File: config.mk
export PLATFORM = sky130hd
export DESIGN_NAME = acp_parser
export DESIGN_NICKNAME = d
export VERILOG_FILES = /design/src/rtl/acp_buf2.v /design/src/rtl/acp_parser.v
export VERILOG_INCLUDE_DIRS = /design/src /design/src/rtl
export SDC_FILE = /design/constraint.sdc
export NUM_CORES = 1
export LEC_CHECK = 0
export BUFFER_PORTS_ARGS = -buffer_cell sky130_fd_sc_hd__buf_2
export CAP_MARGIN = 20
export CORE_MARGIN = 3
export CORE_UTILIZATION = 30
export CTS_BUF_LIST = sky130_fd_sc_hd__clkbuf_2 sky130_fd_sc_hd__clkbuf_4 sky130_fd_sc_hd__clkbuf_8
export DETAILED_ROUTE_END_ITERATION = 10
export PLACE_DENSITY = 0.48
export SLEW_MARGIN = 40
export SYNTH_ARGS = -nofsm -noshare
export SYNTH_HDL_FRONTEND = slang
export SYNTH_SLANG_ARGS = --single-unit
export TNS_END_PERCENT = 30
File: constraint.sdc
create_clock -name mclk_in -period 7.2 [get_ports mclk_in]
set_clock_uncertainty 0.2 [all_clocks]
set_input_delay 0.36 -clock mclk_in [delete_from_list [all_inputs] [get_ports mclk_in]]
set_output_delay 0.36 -clock mclk_in [all_outputs]
set_load 0.005 [all_outputs]
File: src/rtl/acp_consts.vh
/*
 * Shared constants of the ASCII channel command parser: character codes,
 * channel numbers, field widths, state and field codes, decimal weights.
 * Assumes inclusion by bare name from the parser and its buffer.
 */
`ifndef ACP_CONSTS_VH
`define ACP_CONSTS_VH

// Character codes seen on the serial stream.
`define ACP_CR 8'h0d
`define ACP_COMMA 8'h2c
`define ACP_STAR 8'h2a
`define ACP_SEMI 8'h3b
`define ACP_ZERO 8'h30
`define ACP_NINE 8'h39
`define ACP_LET_H 8'h68
`define ACP_LET_C 8'h63

// Channel numbers with a special meaning.
`define ACP_BCAST_CHAN 8'h00
`define ACP_CFG_CHAN 8'h63
`define ACP_FIRST_CHAN 8'h01
`define ACP_NCH_W 8'h02
`define ACP_NCH 2
`define ACP_CIW 1

// Field widths.
`define ACP_BYTE_W 8
`define ACP_VAL_W 16
`define ACP_FNO_W 8

// Reset values.
`define ACP_MODE_RST 1'b1
`define ACP_CHAN_RST 8'h01

// Top level states.
`define ACP_S_PARSE 3'h0
`define ACP_S_DISP 3'h1
`define ACP_S_WAIT 3'h2
`define ACP_S_FIELD 3'h3
`define ACP_S_NUM 3'h4

// Parse phases.
`define ACP_PH_CHAN 2'h0
`define ACP_PH_WAIT 2'h1
`define ACP_PH_ARG 2'h2

// Response field walk.
`define ACP_F_CHAN 3'h0
`define ACP_F_LET 3'h1
`define ACP_F_V1 3'h2
`define ACP_F_V2 3'h3
`define ACP_F_V3 3'h4
`define ACP_F_FLT 3'h5
`define ACP_F_TERM 3'h6

// Decimal weights for the number printer.
`define ACP_POW0 16'h2710
`define ACP_POW1 16'h03e8
`define ACP_POW2 16'h0064
`define ACP_POW3 16'h000a
`define ACP_POW4 16'h0001
`define ACP_PW_LAST 3'h4
`define ACP_TEN8 8'h0a
`define ACP_TEN16 16'h000a
`define ACP_CNT_FULL 2'h3
`define ACP_ARG_LAST 2'h2

`endif

File: src/rtl/acp_buf2.v
/*
 * Two-entry buffer with valid and ready on both sides.
 * Assumes one clock and an asynchronous active-low reset shared with the parser.
 */
`timescale 1ns/1ns
`include "acp_consts.vh"

module acp_buf2 (
    input wire mclk_in,
    input wire resetn_in,
    input wire in_valid_in,
    output wire in_ready_out,
    input wire [`ACP_BYTE_W-1:0] in_data_in,
    output wire out_valid_out,
    input wire out_ready_in,
    output wire [`ACP_BYTE_W-1:0] out_data_out
);

    reg [`ACP_BYTE_W-1:0] head_q;
    reg [`ACP_BYTE_W-1:0] tail_q;
    reg [1:0] cnt_q;
    wire push;
    wire pop;

    // Ready drops only when both slots hold a word, so a stall loses nothing.
    assign in_ready_out = (cnt_q != 2'h2);
    assign out_valid_out = (cnt_q != 2'h0);
    assign out_data_out = head_q;
    assign push = in_valid_in && in_ready_out;
    assign pop = out_valid_out && out_ready_in;

    // Head is the word on the output; tail holds the second word.
    always @(posedge mclk_in or negedge resetn_in) begin
        if (!resetn_in) begin
            head_q <= 8'h00;
            tail_q <= 8'h00;
            cnt_q <= 2'h0;
        end else begin
            if (pop) begin
                head_q <= (cnt_q == 2'h2) ? tail_q : in_data_in;
            end else if (push && cnt_q == 2'h0) begin
                head_q <= in_data_in;
            end
            if (push && ((cnt_q == 2'h1 && !pop) || cnt_q == 2'h2)) begin
                tail_q <= in_data_in;
            end
            if (push && !pop) begin
                cnt_q <= cnt_q + 2'h1;
            end else if (pop && !push) begin
                cnt_q <= cnt_q - 2'h1;
            end
        end
    end

endmodule // acp_buf2

File: src/rtl/acp_parser.v
/*
 * ASCII channel command parser: splits carriage-return terminated commands
 * into channel, letter and up to three decimal arguments, dispatches them to
 * the channels one at a time and formats the echo-style response.
 * Assumes the receive bytes and the channel answers come from logic on the
 * same clock, and that the host waits for the closing carriage return.
 */
`timescale 1ns/1ns
`include "acp_consts.vh"

module acp_parser (
    input wire mclk_in,
    input wire resetn_in,
    input wire rx_valid_in,
    input wire [`ACP_BYTE_W-1:0] rx_data_in,
    output wire rx_ready_out,
    output wire tx_valid_out,
    output wire [`ACP_BYTE_W-1:0] tx_data_out,
    input wire tx_ready_in,
    output wire cmd_valid_out,
    output reg [`ACP_BYTE_W-1:0] cmd_chan_out,
    output reg [`ACP_BYTE_W-1:0] cmd_letter_out,
    output reg [`ACP_VAL_W-1:0] cmd_arg1_out,
    output reg [`ACP_VAL_W-1:0] cmd_arg2_out,
    output reg [`ACP_VAL_W-1:0] cmd_arg3_out,
    output reg [1:0] cmd_nargs_out,
    input wire resp_valid_in,
    input wire [1:0] resp_count_in,
    input wire [`ACP_VAL_W-1:0] resp_val1_in,
    input wire [`ACP_VAL_W-1:0] resp_val2_in,
    input wire [`ACP_VAL_W-1:0] resp_val3_in,
    input wire [`ACP_NCH-1:0] fault_set_in,
    input wire [`ACP_NCH*`ACP_FNO_W-1:0] fault_no_in,
    output reg [`ACP_NCH-1:0] fault_active_out,
    output reg verbose_out
);

    ////////////////////////////////////////////////////////////////////////
    // State.

    reg [2:0] state_q;
    reg [1:0] ph_q;
    reg [`ACP_BYTE_W-1:0] chan_acc_q;
    reg chan_seen_q;
    reg [1:0] aidx_q;
    reg [`ACP_BYTE_W-1:0] chan_q;
    reg last_q;
    reg cfg_q;
    reg [`ACP_VAL_W-1:0] rv_q [0:2];
    reg [1:0] rcnt_q;
    reg rflt_q;
    reg [`ACP_FNO_W-1:0] rfno_q;
    reg [`ACP_FNO_W-1:0] fno_q [0:`ACP_NCH-1];
    reg [2:0] f_q;
    reg [`ACP_VAL_W-1:0] num_q;
    reg [2:0] pw_q;
    reg [3:0] dig_q;
    reg nz_q;
    reg pend_q;
    reg [`ACP_BYTE_W-1:0] pchar_q;
    wire buf_ready;
    integer i;

    ////////////////////////////////////////////////////////////////////////
    // Character decode and digit accumulation.

    // Any byte outside the digit range, backspace included, is just a non-digit.
    wire rx_take = rx_valid_in && rx_ready_out;
    wire is_dig = (rx_data_in >= `ACP_ZERO) && (rx_data_in <= `ACP_NINE);
    wire is_cr = (rx_data_in == `ACP_CR);
    wire [`ACP_BYTE_W-1:0] dsub = rx_data_in - `ACP_ZERO;
    wire [3:0] dval = dsub[3:0];
    // Values wrap silently above their field width; no overflow flag exists.
    wire [`ACP_BYTE_W-1:0] chan_nx = chan_acc_q * `ACP_TEN8 + {4'h0, dval};
    reg [`ACP_VAL_W-1:0] arg_cur;
    always @* begin
        case (aidx_q)
            2'h0: arg_cur = cmd_arg1_out;
            2'h1: arg_cur = cmd_arg2_out;
            default: arg_cur = cmd_arg3_out;
        endcase
    end
    wire [`ACP_VAL_W-1:0] arg_nx = arg_cur * `ACP_TEN16 + {12'h000, dval};
    // Target after the return: a missing channel keeps the one before.
    wire [`ACP_BYTE_W-1:0] tgt = chan_seen_q ? chan_acc_q : chan_q;
    wire [`ACP_BYTE_W-1:0] ci_full = cmd_chan_out - `ACP_FIRST_CHAN;
    wire [`ACP_CIW-1:0] ci = ci_full[`ACP_CIW-1:0];
    wire clr_ev = (state_q == `ACP_S_WAIT) && resp_valid_in && (cmd_letter_out == `ACP_LET_C);
    // A third value gives way to the fault number.
    wire [1:0] ceff = (rflt_q && rcnt_q == `ACP_CNT_FULL) ? 2'h2 : rcnt_q;
    wire [2:0] fk_full = f_q - `ACP_F_V1;
    wire [1:0] fk = fk_full[1:0];

    // Weight of the digit now being printed.
    reg [`ACP_VAL_W-1:0] pow;
    always @* begin
        case (pw_q)
            3'h0: pow = `ACP_POW0;
            3'h1: pow = `ACP_POW1;
            3'h2: pow = `ACP_POW2;
            3'h3: pow = `ACP_POW3;
            default: pow = `ACP_POW4;
        endcase
    end

    // Bytes are taken only while parsing with no character waiting to go out.
    assign rx_ready_out = (state_q == `ACP_S_PARSE) && !pend_q;
    assign cmd_valid_out = (state_q == `ACP_S_DISP);

    ////////////////////////////////////////////////////////////////////////
    // Per-channel fault latches; a new fault beats a clear in the same cycle.

    always @(posedge mclk_in or negedge resetn_in) begin
        if (!resetn_in) begin
            fault_active_out <= {`ACP_NCH{1'b0}};
            for (i = 0; i < `ACP_NCH; i = i + 1) begin
                fno_q[i] <= 8'h00;
            end
        end else begin
            for (i = 0; i < `ACP_NCH; i = i + 1) begin
                if (fault_set_in[i]) begin
                    fault_active_out[i] <= 1'b1;
                    fno_q[i] <= fault_no_in[i*`ACP_FNO_W +: `ACP_FNO_W];
                end else if (clr_ev && ci == i) begin
                    fault_active_out[i] <= 1'b0;
                end
            end
        end
    end

    ////////////////////////////////////////////////////////////////////////
    // Main sequencer: parse, dispatch, collect, format.

    // The output character register gets receive data only through the stored letter, so typed bytes do not echo.
    always @(posedge mclk_in or negedge resetn_in) begin
        if (!resetn_in) begin
            state_q <= `ACP_S_PARSE;
            ph_q <= `ACP_PH_CHAN;
            chan_acc_q <= 8'h00;
            chan_seen_q <= 1'b0;
            aidx_q <= 2'h0;
            chan_q <= `ACP_CHAN_RST;
            last_q <= 1'b1;
            cfg_q <= 1'b0;
            rv_q[0] <= 16'h0000;
            rv_q[1] <= 16'h0000;
            rv_q[2] <= 16'h0000;
            rcnt_q <= 2'h0;
            rflt_q <= 1'b0;
            rfno_q <= 8'h00;
            f_q <= `ACP_F_CHAN;
            num_q <= 16'h0000;
            pw_q <= 3'h0;
            dig_q <= 4'h0;
            nz_q <= 1'b0;
            pend_q <= 1'b0;
            pchar_q <= 8'h00;
            cmd_chan_out <= 8'h00;
            cmd_letter_out <= 8'h00;
            cmd_arg1_out <= 16'h0000;
            cmd_arg2_out <= 16'h0000;
            cmd_arg3_out <= 16'h0000;
            cmd_nargs_out <= 2'h0;
            verbose_out <= `ACP_MODE_RST;
        end else begin
            if (pend_q && buf_ready) begin
                pend_q <= 1'b0;
            end
            case (state_q)
                `ACP_S_PARSE: begin
                    if (rx_take && is_cr) begin
                        ph_q <= `ACP_PH_CHAN;
                        chan_acc_q <= 8'h00;
                        chan_seen_q <= 1'b0;
                        aidx_q <= 2'h0;
                        chan_q <= tgt;
                        f_q <= `ACP_F_CHAN;
                        cfg_q <= 1'b0;
                        if (tgt == `ACP_CFG_CHAN) begin
                            // The mode command answers with its own setting.
                            cfg_q <= 1'b1;
                            last_q <= 1'b1;
                            rflt_q <= 1'b0;
                            rcnt_q <= 2'h0;
                            if (cmd_letter_out == `ACP_LET_H) begin
                                rcnt_q <= 2'h1;
                                rv_q[0] <= {15'h0000, verbose_out};
                                if (cmd_nargs_out != 2'h0) begin
                                    verbose_out <= (cmd_arg1_out != 16'h0000);
                                    rv_q[0] <= {15'h0000, (cmd_arg1_out != 16'h0000)};
                                end
                            end
                            state_q <= `ACP_S_FIELD;
                        end else if (tgt == `ACP_BCAST_CHAN) begin
                            cmd_chan_out <= `ACP_FIRST_CHAN;
                            last_q <= (`ACP_FIRST_CHAN == `ACP_NCH_W);
                            state_q <= `ACP_S_DISP;
                        end else if (tgt <= `ACP_NCH_W) begin
                            cmd_chan_out <= tgt;
                            last_q <= 1'b1;
                            state_q <= `ACP_S_DISP;
                        end else begin
                            // A channel that is not installed gets a bare return.
                            pend_q <= 1'b1;
                            pchar_q <= `ACP_CR;
                        end
                    end else if (rx_take) begin
                        case (ph_q)
                            `ACP_PH_CHAN: begin
                                if (is_dig) begin
                                    chan_acc_q <= chan_nx;
                                    chan_seen_q <= 1'b1;
                                end else begin
                                    cmd_letter_out <= rx_data_in;
                                    cmd_nargs_out <= 2'h0;
                                    ph_q <= `ACP_PH_WAIT;
                                end
                            end
                            `ACP_PH_WAIT: begin
                                if (is_dig) begin
                                    cmd_arg1_out <= {12'h000, dval};
                                    cmd_nargs_out <= 2'h1;
                                    aidx_q <= 2'h0;
                                    ph_q <= `ACP_PH_ARG;
                                end
                            end
                            default: begin
                                if (is_dig) begin
                                    case (aidx_q)
                                        2'h0: cmd_arg1_out <= arg_nx;
                                        2'h1: cmd_arg2_out <= arg_nx;
                                        default: cmd_arg3_out <= arg_nx;
                                    endcase
                                end else if (rx_data_in == `ACP_COMMA && aidx_q != `ACP_ARG_LAST) begin
                                    // A comma after the third argument is ignored, so any further digits run on into the third.
                                    aidx_q <= aidx_q + 2'h1;
                                    cmd_nargs_out <= cmd_nargs_out + 2'h1;
                                    if (aidx_q == 2'h0) begin
                                        cmd_arg2_out <= 16'h0000;
                                    end else begin
                                        cmd_arg3_out <= 16'h0000;
                                    end
                                end
                            end
                        endcase
                    end
                end
                `ACP_S_DISP: begin
                    // The channel sees the strobe for one cycle and decides which arguments it needs.
                    state_q <= `ACP_S_WAIT;
                end
                `ACP_S_WAIT: begin
                    if (resp_valid_in) begin
                        rv_q[0] <= resp_val1_in;
                        rv_q[1] <= resp_val2_in;
                        rv_q[2] <= resp_val3_in;
                        rcnt_q <= resp_count_in;
                        rflt_q <= fault_active_out[ci];
                        rfno_q <= fno_q[ci];
                        if (clr_ev) begin
                            // The clear reports the error it removed as the first value.
                            rv_q[0] <= {8'h00, fno_q[ci]};
                            rflt_q <= 1'b0;
                            if (resp_count_in == 2'h0) begin
                                rcnt_q <= 2'h1;
                            end
                        end
                        f_q <= `ACP_F_CHAN;
                        state_q <= `ACP_S_FIELD;
                    end
                end
                `ACP_S_FIELD: begin
                    if (!pend_q) begin
                        case (f_q)
                            `ACP_F_CHAN: begin
                                if (verbose_out || cfg_q) begin
                                    num_q <= {8'h00, (cfg_q ? `ACP_CFG_CHAN : cmd_chan_out)};
                                    pw_q <= 3'h0;
                                    nz_q <= 1'b0;
                                    state_q <= `ACP_S_NUM;
                                end else begin
                                    f_q <= `ACP_F_FLT;
                                end
                            end
                            `ACP_F_LET: begin
                                pend_q <= 1'b1;
                                pchar_q <= cmd_letter_out;
                                f_q <= `ACP_F_V1;
                            end
                            `ACP_F_V1, `ACP_F_V2, `ACP_F_V3: begin
                                if (fk < ceff) begin
                                    if (fk != 2'h0) begin
                                        pend_q <= 1'b1;
                                        pchar_q <= `ACP_COMMA;
                                    end
                                    num_q <= rv_q[fk];
                                    pw_q <= 3'h0;
                                    nz_q <= 1'b0;
                                    state_q <= `ACP_S_NUM;
                                end else begin
                                    f_q <= `ACP_F_FLT;
                                end
                            end
                            `ACP_F_FLT: begin
                                if (rflt_q) begin
                                    pend_q <= 1'b1;
                                    pchar_q <= `ACP_STAR;
                                    num_q <= {8'h00, rfno_q};
                                    pw_q <= 3'h0;
                                    nz_q <= 1'b0;
                                    state_q <= `ACP_S_NUM;
                                end else begin
                                    f_q <= `ACP_F_TERM;
                                end
                            end
                            default: begin
                                pend_q <= 1'b1;
                                if (last_q) begin
                                    pchar_q <= `ACP_CR;
                                    state_q <= `ACP_S_PARSE;
                                end else begin
                                    pchar_q <= `ACP_SEMI;
                                    cmd_chan_out <= cmd_chan_out + 8'h01;
                                    last_q <= (cmd_chan_out + 8'h01 == `ACP_NCH_W);
                                    state_q <= `ACP_S_DISP;
                                end
                            end
                        endcase
                    end
                end
                `ACP_S_NUM: begin
                    // Repeated subtraction: slow, but it needs no divider.
                    if (!pend_q) begin
                        if (num_q >= pow) begin
                            num_q <= num_q - pow;
                            dig_q <= dig_q + 4'h1;
                        end else begin
                            if (dig_q != 4'h0 || nz_q || pw_q == `ACP_PW_LAST) begin
                                pend_q <= 1'b1;
                                pchar_q <= `ACP_ZERO + {4'h0, dig_q};
                                nz_q <= 1'b1;
                            end
                            dig_q <= 4'h0;
                            if (pw_q == `ACP_PW_LAST) begin
                                f_q <= f_q + 3'h1;
                                state_q <= `ACP_S_FIELD;
                            end else begin
                                pw_q <= pw_q + 3'h1;
                            end
                        end
                    end
                end
                default: begin
                    state_q <= `ACP_S_PARSE;
                end
            endcase
        end
    end

    ////////////////////////////////////////////////////////////////////////
    // Output buffer: the host side may stall without losing a character.

    acp_buf2 u_txbuf (
        .mclk_in(mclk_in),
        .resetn_in(resetn_in),
        .in_valid_in(pend_q),
        .in_ready_out(buf_ready),
        .in_data_in(pchar_q),
        .out_valid_out(tx_valid_out),
        .out_ready_in(tx_ready_in),
        .out_data_out(tx_data_out)
    );

endmodule // acp_parser

# Word level (Yosys, flattened, before mapping)
# Cells that the tools add are included.
# classes
n_addsub	15
reduce_logical	81
bitwise_logic	8
order_cmp	8
n_mul	2
muxes	175
n_eq_ne	65
# ops
cell	count
$mux W16	23
$mux W8	30
$pmux W16 S2	4
$mux W3	28
$pmux W14 S4	1
$mux W48	1
$pmux W16 S3	1
$mux W1	44
$ne A2 B2 Y1 const B	22
$mux W2	21
$pmux W3 S4	3
$bmux W16 S2	1
$pmux W8 S4	1
$reduce_bool A2 Y1	16
$reduce_and A7 Y1	4
$ne A3 B3 Y1 const B	9
$reduce_and A5 Y1	5
$eq A8 B7 Y1 const B	3
$pmux W8 S3	1
$reduce_and A11 Y1	2
$eq A3 B2 Y1 const B	6
$reduce_and A9 Y1	2
$logic_and A1 B1 Y1	17
$add A16 B4 Y16	1
other kinds (61)	108
# word_totals
reg_bits	224
out_inout_bits	80
input_bits	81
elab_cells	389

# Depth between registers and ports, before layout
# logic_depth
word_depth	9
ltp_mapped	19
depth_no_buf	17

# By module
# A second synthesis with hierarchy kept.
# hier_totals
cells_unflattened	1448
area_unflattened_um2	13365.3
# modules_own_cells
module	cells_per_inst	area_each_um2	instances
acp_parser	1383	12450.7	1
acp_buf2	65	914.6	1

# Least setup slack after synthesis
# OpenSTA, ideal clock, no wires.
# synth_path
kind	flip-flop to flip-flop
from	register aidx_q[1]
to	register cmd_arg2_out[14]
t_arrival_ns	3.828
setup_slack_ns	3.077
setup_time_ns	0.096
synth_period_minus_slack_ns	4.123
stages_incl_launch_ff	19
path_cell_list	dfrtp_1 inv_1 ha_1 clkbuf_1 buf_1 a22oi_1 nand2_1 ha_1 ha_1 fa_1 a21o_1 a221oi_1 xnor2_1 nand2_1 or2_1 nor2_1 nand3b_1 xnor2_1 o31ai_1
# synth_via
elab_chain_cells	6
word_cells_on_any_way	13
classes_between	add/sub (1); mul (1); eq/ne (3); mux (3); reduce/logical (5)
# synth_lines
item	line	text
from (decl)	acp_parser.v:45	reg [1:0] aidx_q;
from (signal assigned)	acp_parser.v:236	aidx_q <= aidx_q + 2'h1;
$eq A2 B1 Y1 / $logic_not A2 Y1 (equally long branches)	acp_parser.v:77, acp_parser.v:229, acp_parser.v:238	
$pmux W16 S2	acp_parser.v:77	case (aidx_q)
$mul A16 B3 Y15 (no source line)	-	
$add A16 B4 Y16	acp_parser.v:83	wire [`ACP_VAL_W-1:0] arg_nx = arg_cur * `ACP_TEN16 + {12'h000, dval};
$mux W16	acp_parser.v:229	case (aidx_q)
$mux W16	acp_parser.v:228	if (is_dig) begin
to (signal assigned)	acp_parser.v:231	2'h1: cmd_arg2_out <= arg_nx;
to (decl)	acp_parser.v:24	output reg [`ACP_VAL_W-1:0] cmd_arg2_out,
# Several ways; a longest one is shown, not always the timed one. The select of a mux whose other input is x is not followed.
# A chain may end at the register's enable or synchronous reset.

# Worst setup path after layout
# layout_path
from	register aidx_q[0]
to	register cmd_arg1_out[14]
# layout_via
elab_chain_cells	7
word_cells_on_any_way	10
classes_between	add/sub (1); mul (1); eq/ne (1); mux (4); reduce/logical (3)
# layout_lines
item	line	text
$eq A2 B1 Y1 / $logic_not A2 Y1 (equally long branches)	acp_parser.v:77, acp_parser.v:229	
$pmux W16 S2	acp_parser.v:77	
$mul A16 B3 Y15 (no source line)	-	
$add A16 B4 Y16	acp_parser.v:83	
$mux W16	acp_parser.v:229	
$mux W16	acp_parser.v:228	
$pmux W16 S2	acp_parser.v:208	case (ph_q)
to (signal assigned)	acp_parser.v:221	cmd_arg1_out <= {12'h000, dval};
to (signal assigned)	acp_parser.v:230	2'h0: cmd_arg1_out <= arg_nx;
to (decl)	acp_parser.v:23	output reg [`ACP_VAL_W-1:0] cmd_arg1_out,
# Several ways; a longest one is shown, not always the timed one. The select of a mux whose other input is x is not followed.

==> summary.md <==
| Metric | Value |
|---|---|
| Async set or reset register ratio after synthesis | `100%` |
| Crit path max-delay family | `adder cells` |
| CTS Buf Count | `43` |
| Diode count | `0` |
| Post-Syn Instances | `1438` |
| Netlist cell types | `76` |
| Slowest stage cell, crit path | `ha_1` |
| CTS hold repair buffers | `82` |
| Post-Syn Nets | `between 1500 and 2000` |
| CP peak stage delay | `0.67 ns` |
| # Post-CTS Setup Buffers | `0` |
| Die Wd | `between 200 and 250 microns` |
| Crit path cell chain | `inv_1, ha_1, nor2_1, buf_4, a22oi_1, nand2_1, ha_1, ha_1, fa_1, a21o_1, a221oi_1, xnor2_1, nand2_1, or2_1, nor2_1, nand3b_1, xnor2_1, o21ai_0` |
| Final hold vios | `0` |
| Avg WL per Cell | `17.8 microns` |
| Fin Hold WS | `0.0900 ns` |
| Relative slew slack | `between 40% and 50%` |
| RSZ-0062 raised after global routing | `no` |
| Final period util | `70.2%` |
| Syn avg cell area | `between 9 and 10 sq um` |
| Ys flop type | `dfrtp_1` |
| Starting DRT DRC Count | `605` |
| Total grt overflow | `0` |
| Ys Warns | `0` |
| Clk_lat worst skew | `0.60 ns` |
| DIE AREA | `0.0457 sq mm` |
| Post-synth EDFFs | `0` |
| # IOs | `161` |
| Layout cell share with drive strength beyond 1 | `18.6%` |
| Setup crit end kind | `flip-flop` |
| Post-cts resize count | `0` |
| Pleak | `7.73 nW` |
| Total Neg Setup Slack | `0 ns` |
| Core area | `0.0423 sq mm` |
| Worst setup path class | `reg2reg` |
| Routed vias | `roughly 11000` |
| Die Y | `214 microns` |
| Clock buffer depth | `3` |
| Drt pass-1 iters | `7` |
| Flops & latches, synth | `224` |
| H-tree depth | `2` |
| Initial cell density of the core | `30.6%` |
| Sw Share | `39.0%` |
| Final setup violation count | `0` |
| Slew Viols, Final | `0` |
| DRT antenna net count | `0` |
| Seq/Total Area, Yosys | `43.3%` |
| DRC errors left | `0` |
| Most used cell, CP | `ha_1` |
| GRT Total Usage | `17.9%` |
| Clock power share | `26.0%` |
| Initial antenna violation count | `0` |
| Fmax | `198 MHz` |
| Final Critical Period | `5.06 ns` |
| P per Cell Area | `approximately 340 mW/mm^2` |
| Layout area overhead | `24.8%` |
| Startpoint type of the worst setup path | `flip-flop` |
| WP data arrival | `5.30 ns` |
| Internal Power | `3.31 mW` |
| Worst hold-check path type | `in2reg` |
| Worst slew pin tran | `0.834 ns` |
| RePlAce Congestion | `about 0.85` |
| Status | `finished clean` |
| Row Count | `75` |
| Largest net degree at the start of global routing | `95` |
| Flop pwr share | `35.7%` |
| Clk slew on worst S/H paths | `around 0.070 ns` |
| Cell area after synthesis | `0.0130 sq mm` |
| Max Cap Violations | `0` |
| Switching Power | `2.11 mW` |
| Final nets | `about 1800` |
| Combinational fraction of design power | `38.3%` |
| Root buf cell | `clkbuf_8` |
| CP required | `7.45 ns` |
| CTS tree | `done` |
| Peak supply drop | `~110 uV` |
| Via/cell ratio | `5.01` |
| Vias in the first global route | `approximately 12000` |
| Total wire length | `about 41 mm` |
| CP max FO | `20` |
| Post-DP HPWL | `roughly 28 mm` |
| CP Buf/Inv Count | `2` |
| IO Port Bufs | `160` |
| CTS sink cnt | `between 200 and 250` |
| First-pass GRT wire length | `65.1 mm` |
-- final timing paths --
| path | endpoint | slack (ns) | depth (start not counted) | start |
|---|---|---|---|---|
| worst max-delay path | cmd_arg1_out[14]$_DFFE_PN0P_ | 2.14 | 18 | aidx_q[0]$_DFFE_PN0P_ |
| worst min register to register | chan_q[0]$_DFFE_PN1P_ | 0.27 | 2 | chan_q[0]$_DFFE_PN1P_ |
| min in group asynchronous | fno_q[3]$_DFFE_PN0P_ | 0.11 | 2 | resetn_in |
| worst min-delay path | u_txbuf.cnt_q[0]$_DFFE_PN0P_ | 0.09 | 4 | tx_ready_in |
| max in group asynchronous | cmd_letter_out[7]$_DFFE_PN0P_ | 5.43 | 4 | resetn_in |
| worst max register to register | cmd_arg1_out[14]$_DFFE_PN0P_ | 2.14 | 18 | aidx_q[0]$_DFFE_PN0P_ |
-- cells in the final DEF, fill, tap and decap left out, types with 12 or more instances in the layout --
master and count:
mux2i_1 32, clkbuf_8 56, a22o_1 18, xor2_1 15, dlygate4sd3_1 82, a22oi_1 31, buf_2 159, xnor2_1 27
clkbuf_4 15, nand3_1 37, mux2_2 41, a21oi_1 76, nor3_1 19, ha_1 71, dfrtp_1 219, nor2_1 83
a21o_1 12, nand2_1 302, inv_1 40, o21a_1 12, o21ai_0 131
-- worst register-to-register path, stage by stage (launching register included) --
cell,delay [ns]
dfrtp_1,0.41
inv_1,0.09
ha_1,0.67
nor2_1,0.29
buf_4,0.25
a22oi_1,0.14
nand2_1,0.14
ha_1,0.30
ha_1,0.24
fa_1,0.42
a21o_1,0.22
a221oi_1,0.31
xnor2_1,0.20
nand2_1,0.11
or2_1,0.26
nor2_1,0.17
nand3b_1,0.11
xnor2_1,0.25
o21ai_0,0.13
-- cell type report --
class,instances,area [sq um]
clock buffers,71,883
clock inverters,4,70.1
fillers,4278,26100
inverters,41,154
multi-input cells,1105,6970
flip-flops and latches,224,5610
well taps,577,722
repair buffers,255,1770
-- registers in the layout, summed over array words and instances (netlist names), 16 cells and up --
signal / cells
rv_q: 48
cmd_arg1_out: 16
cmd_arg2_out: 16
cmd_arg3_out: 16
fno_q: 16
num_q: 16
-- routing by layer --
metal  GRT usage [%]  share of wire (%)  up-vias
met5               0                  0        -
met4            5.06                2.0        0
met3            3.45                4.3       60
met2            28.9                 47      222
met1            24.6                 46     5560
li1                -                  -     5566
-- cells in the mapped netlist, drive strengths merged (11+ instances only) --
| library cell | instances | area share (%) |
|---|---|---|
| inv | 41 | 1.2 |
| a22o | 18 | 1.2 |
| o21a | 12 | 0.69 |
| nor3 | 20 | 0.77 |
| xor2 | 15 | 1.0 |
| o21ai | 143 | 5.5 |
| xnor2 | 27 | 1.8 |
| nand3 | 38 | 1.5 |
| and3 | 12 | 0.58 |
| nand2 | 304 | 8.8 |
| nor2 | 85 | 2.5 |
| a22oi | 31 | 1.8 |
| clkbuf | 62 | 1.8 |
| ha | 71 | 6.9 |
| dfrtp | 221 | 43 |
| o22ai | 13 | 0.78 |
| a21oi | 76 | 2.9 |
| mux2i | 32 | 2.5 |
| mux2 | 51 | 4.4 |
| a21o | 12 | 0.69 |
| nand2b | 11 | 0.53 |
-- logic make-up (layout without fill, tap and decap cells) --
group           Yosys count  after routing  synth area share (%)
simple gates            537            537                  18.4
compound gates          367            367                  17.8
flops                   224            224                  43.3
buf+inv                 109            371                  3.19
mux                      83             83                  6.90
fa+ha+maj                76             76                  7.62
xor+xnor                 42             42                  2.84
-- power by group through the flow --
stage | clock, mW | combinational, mW | sequential [mW]
after floorplan | 0 | 1.55 | 1.79
after global placement | 0 | 2.03 | 1.95
after detailed placement | 0 | 2.05 | 1.96
after CTS | 1.46 | 2.09 | 1.94
after global routing | 1.51 | 2.35 | 1.99
final | 1.41 | 2.08 | 1.94
-- metrics by stage --
stage	total power, mW	instance area [sq um]	util [%]	setup slack (ns)	cells
floorplan	3.34	13000	-	3.08	1438
global placement	3.98	14300	33.9	2.28	2118
global route	5.85	16200	38.2	1.69	2277
finish	5.42	16200	38.2	2.14	2277
detailed placement	4.00	14400	34.0	2.18	2120
CTS	5.49	16200	38.2	2.15	2277
Note: power is estimated with default switching activity, not from simulation.
